===== config.mk =====
export PLATFORM = sky130hd
export DESIGN_NAME = psa_core
export DESIGN_NICKNAME = d
export VERILOG_FILES = /design/src/psa_pkg.sv /design/src/psa_core.sv
export SDC_FILE = /design/constraint.sdc
export NUM_CORES = 1
export LEC_CHECK = 0
export ABC_AREA = 1
export BUFFER_PORTS_ARGS = -buffer_cell sky130_fd_sc_hd__buf_2
export CORE_ASPECT_RATIO = 1.4
export CORE_MARGIN = 2
export CORE_UTILIZATION = 28
export CTS_CLUSTER_SIZE = 10
export DETAILED_ROUTE_END_ITERATION = 7
export PLACE_DENSITY = 0.58
export SLEW_MARGIN = 20
export SYNTH_ARGS = -nofsm -noshare
export SYNTH_HDL_FRONTEND = slang
export SYNTH_SLANG_ARGS = --single-unit

===== constraint.sdc =====
create_clock -name sys_clk_i -period 5.55 [get_ports sys_clk_i]
set_input_delay 0.8325 -clock sys_clk_i [delete_from_list [all_inputs] [get_ports sys_clk_i]]
set_output_delay 0.8325 -clock sys_clk_i [all_outputs]
set_load 0.02 [all_outputs]

===== src/psa_pkg.sv =====
// Summary of operation
// - A 13-bit program counter; its low byte is a software read/write register.
// - Counter bits 12..8 are not readable; software writes them only through the high latch.
// - Every reset clears the upper program counter bits.
// - Writing the low byte register loads latch bits 4..0 into counter bits 12..8.
// - Call/goto take 11 bits from the instruction and bits 12..11 from latch bits 4..3.
// - Eight-entry 13-bit return stack, outside memory, pointer hidden from software.
// - Push the counter on a call or on an interrupt branch to the vector.
// - Return pops and restores all 13 bits.
// - Push and pop leave the high latch unchanged.
// - Stack is circular; the ninth push overwrites the first entry.
// - No overflow or underflow status is given.
// - The indirect location has no storage; accesses go to the file pointer target.
// - A read through the indirect location with file pointer zero returns 00h.
// - A write through the indirect location targeting itself changes no register.
// - Indirect address is bank bit above the 8-bit file pointer, nine bits.
// - Program space is 8K words in four 2K pages; call/goto reach within a page.
package psa_pkg;
   localparam int PC_W = 13;
   localparam int PAGE_W = 11;
   localparam int DEPTH = 8;
   localparam int SP_W = 3;
   // APB register byte offsets
   localparam logic [7:0] OFF_PC_LOW = 8'h00;
   localparam logic [7:0] OFF_PC_LATCH = 8'h04;
   localparam logic [7:0] OFF_FILE_PTR = 8'h08;
   localparam logic [7:0] OFF_BANK = 8'h0c;
   localparam logic [7:0] OFF_PC_VIEW = 8'h10;
   // Field positions
   localparam int LATCH_UPPER_MSB = 4;
   localparam int LATCH_PAGE_LSB = 3;
   localparam int BANK_BIT_POS = 7;
   // Reset values, interrupt vector and indirect self address
   localparam logic [PC_W-1:0] PC_RST = 13'h0000;
   localparam logic [7:0] LATCH_RST = 8'h00;
   localparam logic [7:0] FPTR_RST = 8'h00;
   localparam logic [PC_W-1:0] IRQ_VECTOR = 13'h0004;
   localparam logic [7:0] INDIRECT_SELF = 8'h00;

   typedef enum logic [2:0] {
      OP_NONE, OP_STEP, OP_GOTO, OP_CALL, OP_RETURN, OP_IRQ
   } psa_op_t;

   typedef struct packed {
      psa_op_t op;
      logic [PAGE_W-1:0] target;
   } psa_cmd_t;
endpackage : psa_pkg

===== src/psa_core.sv =====
// Decided for this implementation: the register offsets and the APB register port.
`timescale 1ns/1ps
module psa_core (
   // Clock and reset
   input wire logic sys_clk_i,
   input wire logic rst_n_i,
   // APB slave
   input wire logic psel_i,
   input wire logic penable_i,
   input wire logic pwrite_i,
   input wire logic [7:0] paddr_i,
   input wire logic [31:0] pwdata_i,
   output logic [31:0] prdata_o,
   output logic pready_o,
   output logic pslverr_o,
   // Core sequencing
   input wire psa_pkg::psa_cmd_t cmd_i,
   // Indirect access
   input wire logic ind_rd_i,
   input wire logic ind_wr_i,
   input wire logic [7:0] ind_rdata_i,
   output logic [8:0] ind_addr_o,
   output logic ind_rd_o,
   output logic ind_wr_o,
   output logic [7:0] ind_data_o,
   // Program counter
   output logic [psa_pkg::PC_W-1:0] pc_o
);
   logic [psa_pkg::PC_W-1:0] pc_q, pc_d;
   logic [7:0] latch_q, fptr_q;
   logic bank_q;
   logic [psa_pkg::PC_W-1:0] stack_q [psa_pkg::DEPTH];
   logic [psa_pkg::SP_W-1:0] sp_q;
   logic [7:0] ind_data_q;

   wire acc = psel_i & penable_i;
   wire wr = acc & pwrite_i;
   wire sel_low = (paddr_i == psa_pkg::OFF_PC_LOW);
   wire sel_latch = (paddr_i == psa_pkg::OFF_PC_LATCH);
   wire sel_fptr = (paddr_i == psa_pkg::OFF_FILE_PTR);
   wire sel_bank = (paddr_i == psa_pkg::OFF_BANK);
   wire sel_view = (paddr_i == psa_pkg::OFF_PC_VIEW);
   wire mapped = sel_low | sel_latch | sel_fptr | sel_bank | sel_view;
   wire wr_low = wr & sel_low;
   wire push = (cmd_i.op == psa_pkg::OP_CALL) || (cmd_i.op == psa_pkg::OP_IRQ);
   wire pop = (cmd_i.op == psa_pkg::OP_RETURN);
   wire [psa_pkg::SP_W-1:0] sp_dec = sp_q - 3'd1;
   wire ind_self = (fptr_q == psa_pkg::INDIRECT_SELF);
   wire [psa_pkg::PC_W-1:0] page_target = {
      latch_q[psa_pkg::LATCH_UPPER_MSB:psa_pkg::LATCH_PAGE_LSB], cmd_i.target};

   // Program counter next value
   always_comb begin
      pc_d = pc_q;
      if (wr_low) begin
         pc_d = {latch_q[psa_pkg::LATCH_UPPER_MSB:0], pwdata_i[7:0]};
      end else begin
         case (cmd_i.op)
            psa_pkg::OP_STEP: pc_d = pc_q + 13'd1;
            psa_pkg::OP_GOTO: pc_d = page_target;
            psa_pkg::OP_CALL: pc_d = page_target;
            psa_pkg::OP_IRQ: pc_d = psa_pkg::IRQ_VECTOR;
            psa_pkg::OP_RETURN: pc_d = stack_q[sp_dec];
            default: pc_d = pc_q;
         endcase
      end
   end

   always_ff @(posedge sys_clk_i or negedge rst_n_i) begin
      if (!rst_n_i) begin
         pc_q <= psa_pkg::PC_RST;
      end else begin
         pc_q <= pc_d;
      end
   end

   // Software registers; latch is touched only by software
   always_ff @(posedge sys_clk_i or negedge rst_n_i) begin
      if (!rst_n_i) begin
         latch_q <= psa_pkg::LATCH_RST;
         fptr_q <= psa_pkg::FPTR_RST;
         bank_q <= 1'b0;
      end else begin
         if (wr & sel_latch) latch_q <= pwdata_i[7:0];
         if (wr & sel_fptr) fptr_q <= pwdata_i[7:0];
         if (wr & sel_bank) bank_q <= pwdata_i[psa_pkg::BANK_BIT_POS];
      end
   end

   // Circular return stack, pointer hidden, no status
   always_ff @(posedge sys_clk_i or negedge rst_n_i) begin
      if (!rst_n_i) begin
         sp_q <= '0;
      end else if (push) begin
         sp_q <= sp_q + 3'd1;
      end else if (pop) begin
         sp_q <= sp_dec;
      end
   end

   always_ff @(posedge sys_clk_i) begin
      if (push) stack_q[sp_q] <= pc_q;
   end

   // Indirect access through the file pointer
   assign ind_addr_o = {bank_q, fptr_q};
   assign ind_rd_o = ind_rd_i & ~ind_self;
   assign ind_wr_o = ind_wr_i & ~ind_self;

   always_ff @(posedge sys_clk_i or negedge rst_n_i) begin
      if (!rst_n_i) begin
         ind_data_q <= 8'h00;
      end else if (ind_rd_i) begin
         ind_data_q <= ind_self ? 8'h00 : ind_rdata_i;
      end
   end
   assign ind_data_o = ind_data_q;

   // APB read data, upper counter bits never visible
   always_comb begin
      prdata_o = 32'h0000_0000;
      if (sel_low) prdata_o = {24'h00_0000, pc_q[7:0]};
      else if (sel_latch) prdata_o = {24'h00_0000, latch_q};
      else if (sel_fptr) prdata_o = {24'h00_0000, fptr_q};
      else if (sel_bank) prdata_o = {24'h00_0000, bank_q, 7'h00};
      else if (sel_view) prdata_o = {24'h00_0000, pc_q[7:0]};
   end
   assign pready_o = 1'b1;
   assign pslverr_o = acc & ~mapped;
   assign pc_o = pc_q;
endmodule : psa_core


# Yosys cells after proc, flatten, opt, wreduce, memory -nomap -nowiden

Memory sizes are Yosys's and may differ from the RTL's.
Index checks and enable logic that the tools add are counted.

Register bits: 41
Bits in latches: 0
Bits in writable memories: 104
Memory bits (read-only): 0
Output and inout port bits: 66
Memories: 1

Memories:

| memory  | words | bits a word | rd ports | clocked after memory_dff | write ports | line           | source |
|---|---|---|---|---|---|---|---|
| stack_q | 8     | 13          | 1        | 0                        | 1           | psa_core.sv:32 | `logic [psa_pkg::PC_W-1:0] stack_q [psa_pkg::DEPTH];` |

Add/sub/neg operators: 3
$mul: 0
Div/mod/pow operators: 0
Order comparisons: 0
Eq/ne operators: 9
Shift-type cells: 0
Mux-type cells: 12
Bitwise operators: 15
Reductions and logical operators: 6

Operator list:

| cell                                                | number |
|---|---|
| case mux 13 bit (4 select lines)                    | 1 |
| two-way mux 8 bit                                   | 6 |
| equality test 8 x 4 -> 1 bit, second input constant | 2 |
| zero test 8 bit                                     | 2 |
| adder 13 x 1 -> 13 bit, second input constant       | 1 |
| two-way mux 13 bit                                  | 1 |
| bitwise AND 1 bit                                   | 9 |
| equality test 8 x 3 -> 1 bit, second input constant | 1 |
| equality test 8 x 5 -> 1 bit, second input constant | 1 |
| equality test 3 x 2 -> 1 bit, second input constant | 2 |
| equality test 3 bit, second input constant          | 2 |
| two-way mux 3 bit                                   | 2 |
| nonzero test 5 bit                                  | 1 |
| OR 1 bit                                            | 4 |
| adder 3 x 1 -> 3 bit, second input constant         | 1 |
| equality test 3 x 1 -> 1 bit, second input constant | 1 |
| subtractor 3 x 1 -> 3 bit, second input constant    | 1 |
| two-way mux 1 bit                                   | 2 |
| inverter 1 bit                                      | 2 |
| nonzero test 2 bit                                  | 1 |
| OR reduction 2 bit                                  | 1 |
| logical OR 1 bit                                    | 1 |

# Depth between registers and ports, before layout

Depth in word-level cells: 7
Mapped depth: 15
Depth with buffers taken out: 13

# Least setup slack after synthesis

OpenSTA, ideal clock, no wires.

Path type: input to output
From: in paddr_i[1]
To: out prdata_o[6]
Arrival: 1750 ps
Data required time: 4718 ps
Path slack: 2968 ps
Stages: 5
Cell sequence: nor2_2 inv_1 nor4_4 nand2_1 o211ai_1

Word-level cells in the longest chain between the ends: 6
Elaborated cells on any way between the ends: 10

RTL lines:

| item                         | line            | source |
|---|---|---|
| from (decl)                  | psa_core.sv:11  | `input wire logic [7:0] paddr_i,` |
| equality test 8 x 5 -> 1 bit | psa_core.sv:42  | `wire sel_view = (paddr_i == psa_pkg::OFF_PC_VIEW);` |
| two-way mux 8 bit            | psa_core.sv:126 | `else if (sel_view) prdata_o = {24'h00_0000, pc_q[7:0]};` |
| two-way mux 8 bit            | psa_core.sv:125 | `else if (sel_bank) prdata_o = {24'h00_0000, bank_q, 7'h00};` |
| two-way mux 8 bit            | psa_core.sv:124 | `else if (sel_fptr) prdata_o = {24'h00_0000, fptr_q};` |
| two-way mux 8 bit            | psa_core.sv:123 | `else if (sel_latch) prdata_o = {24'h00_0000, latch_q};` |
| two-way mux 8 bit *          | psa_core.sv:122 | `if (sel_low) prdata_o = {24'h00_0000, pc_q[7:0]};` |
| to (decl)                    | psa_core.sv:13  | `output logic [31:0] prdata_o,` |

Mark *: on every way between the ends. The rest lies on a longest branch, timed or not.

# Final worst setup path

Same ends and word-level chain as after synthesis.

==> results.cfg <==
[power_and_ir_drop]
powerDensity_nw_per_um2 = 463
leakagePower_nw = 3.73
vdd_drop_max_v = 0.000267
power_mw = 3.86

[die]
initial_core_util_pct = 28.6
core_um2 = 24800
dieWidth_um = 138
num_io_pins = 135
die_height_um = 192
num_rows = 68
die_area_um2 = 26600

[sta]
finalSetupViolCount = 0
worstMarginPinSlew_ns = 0.967
hold_violations = 0
slew_headroom_pct = 35.3
rsz0062_at_grt = false
max_freq_mhz = 341
post-route-min-period_ns = 2.93
setup_slack_ns = 2.62
period_share_pct = 52.8
clock_skew_ns = 0.0103
setup-tns-final_ns = 0
drv_slew = 0

[synth]
async_reset_ff_share_pct = 28.3
ys.flop_type = edfxtp_1
synth-seq-cells = 145
yosysTopAreaCellShare_pct = 44.1
synth_compound_area_share_pct = 7.52
yosys-top-cells-area = edfxtp_1, dfrtp_1, nand2_1, nor2_1, nand3_1
muxShareOfSynthArea_pct = 0
synth_xor_area_share_pct = 0.124
synth_cell_types = 36
synth_area_um2 = 7070
synth_most_common_cell = nand2_1
synth_top_family_by_area = simple AND/OR/NAND/NOR gates
syn_avg_cell_area_um2 = 9.07
yosysSeqAreaShare_pct = 58.6
synth-edff-count = 104
synthCells = 780
synthSimpleGateAreaFrac_pct = 25.0
synth_warnings = 0
yosys.area_share.adder_pct = 0.531
synth_common_cells = nand2_1, edfxtp_1, nor2_1
synth.largest_area_cell = edfxtp_1

[clocking]
root_buffer = clkbuf_16
cts-resized-gates = 0
clk_pin_slew_ns = 0.06
tritoncts = done
cts_buffers = 17
cts_hold_buf = 0
h-tree-depth = 4
clkLatencyLatePin_ns = 0.42
post-cts-setup-buffers = 0
cts_buffer_depth = 2
clock-sinks = 145

[finish]
area_growth_syn_to_layout_pct = 17.8
post-route-util_pct = 33.7
multi_input_area_um2 = 2440
regArea_um2 = 4150
nets = 938
fillers = 2553
layout-drive-gt1-share_pct = 18.5
antenna_cells = 0

[critical_path]
critPathLaunchType = primary input
path_class = primary input to output pin
path_max_fanout = 9
crit_path_end_kind = output pin
worstPathRequired_ns = 4.72
r2r_cells = 11
cp.arrival_ns = 2.10

[placement]
io_buffers = 85
dp_hpwl_um = 12500
dp_slack_ns = 2.21
gp_congestion = 0.847

[global_route]
antenna_found_initial = 0
grt_max_degree = 56
grt_pass1_wl_um = 28600
track_usage_pct = 13.9
grt_pass1_vias = 5337
grt_overflow = 0

[job]
cap_violations = 0

[drt]
viasPerCell = 4.56
drt_iter0_markers = 373
drc = 0
num_vias = 5442
dr.pass1.iters = 5
antenna_left = 0
drt-total-wl_um = 18000
wl_per_cell_um = 15.1

[min_path]
hp-class = register to register
whs_path_depth = 2

[status]
status = finished, final reports clean
sequential cells by signal, indices dropped and copies added (netlist names):
signal,flops
stack_q,104
pc_o,13
fptr_q,8
ind_data_o,8
latch_q,8
sp_q,3
bank_q,1
report_power, final:
group          internal, mW  total, mW  switching (mW)
Clock                 0.676       1.15           0.476
Sequential             1.36       1.55           0.193
Combinational         0.348       1.16           0.808
final timing paths:
path                       slack (ns)                 startpoint                   endpoint
max                              2.62                 paddr_i[1]                prdata_o[6]
min in group asynchronous        0.57                    rst_n_i      fptr_q[3]$_DFFE_PN0P_
min reg2reg                      0.48  ind_data_o[6]$_DFFE_PN0P_  ind_data_o[6]$_DFFE_PN0P_
min                              0.48  ind_data_o[6]$_DFFE_PN0P_  ind_data_o[6]$_DFFE_PN0P_
max in group asynchronous        4.37                    rst_n_i        pc_o[0]$_DFFE_PN0P_
max reg2reg                      3.12        sp_q[1]$_DFFE_PN0P_        pc_o[7]$_DFFE_PN0P_
cells by family after synthesis:
group | Yosys count
other cells | 2
compound gates | 87
buf+inv | 118
simple gates | 424
fa+ha+maj | 3
xor+xnor | 1
flops | 145
through the flow:
step	hold slack, ns	instances	cell area, um^2
4_1_cts	0.484	1194	8330
3_5_place_dp	0.464	1162	7740
6_report	0.482	1194	8330
2_1_floorplan	0.455	803	7160
3_3_place_gp	0.462	1162	7740
5_1_grt	0.509	1194	8330
critical path, cell delays in order:
cell      delay [ns]
buf_2           0.10
nor2_2          0.11
inv_1           0.10
nor4_4          0.52
nand2_1         0.11
o211ai_1        0.12
buf_2           0.20
area by class of cell:
class,count,share of cell area (%)
multi-input combinational,540,29.2
tap,315,4.73
sequential,145,49.8
timing repair buffer,96,6.10
clock buffer,17,5.10
inverter,66,2.97
clock inverter,15,2.07
metal layers:
| metal | global-route usage, % | up-vias | share of wire, % |
|---|---|---|---|
| li1 | - | 2697 | - |
| met1 | 15.9 | 2540 | 42 |
| met2 | 25.9 | 174 | 52 |
| met3 | 2.04 | 31 | 3.4 |
| met4 | 5.69 | 0 | 2.8 |
| met5 | 0 | - | 0 |
layout by cell type, fill, tap and decap left out, types with 9 or more instances in the layout:
master,netlist,routed
inv_1,61,61
o21ai_2,16,16
nand4_1,11,11
clkbuf_16,0,17
buf_4,27,11
nand2_1,247,247
nand3_1,60,60
o21ai_1,9,9
o21ai_0,47,47
nor2_1,86,86
buf_2,12,85
conb_1,2,25
edfxtp_1,104,104
dfrtp_1,41,41
(Power assumes the default switching activity.)
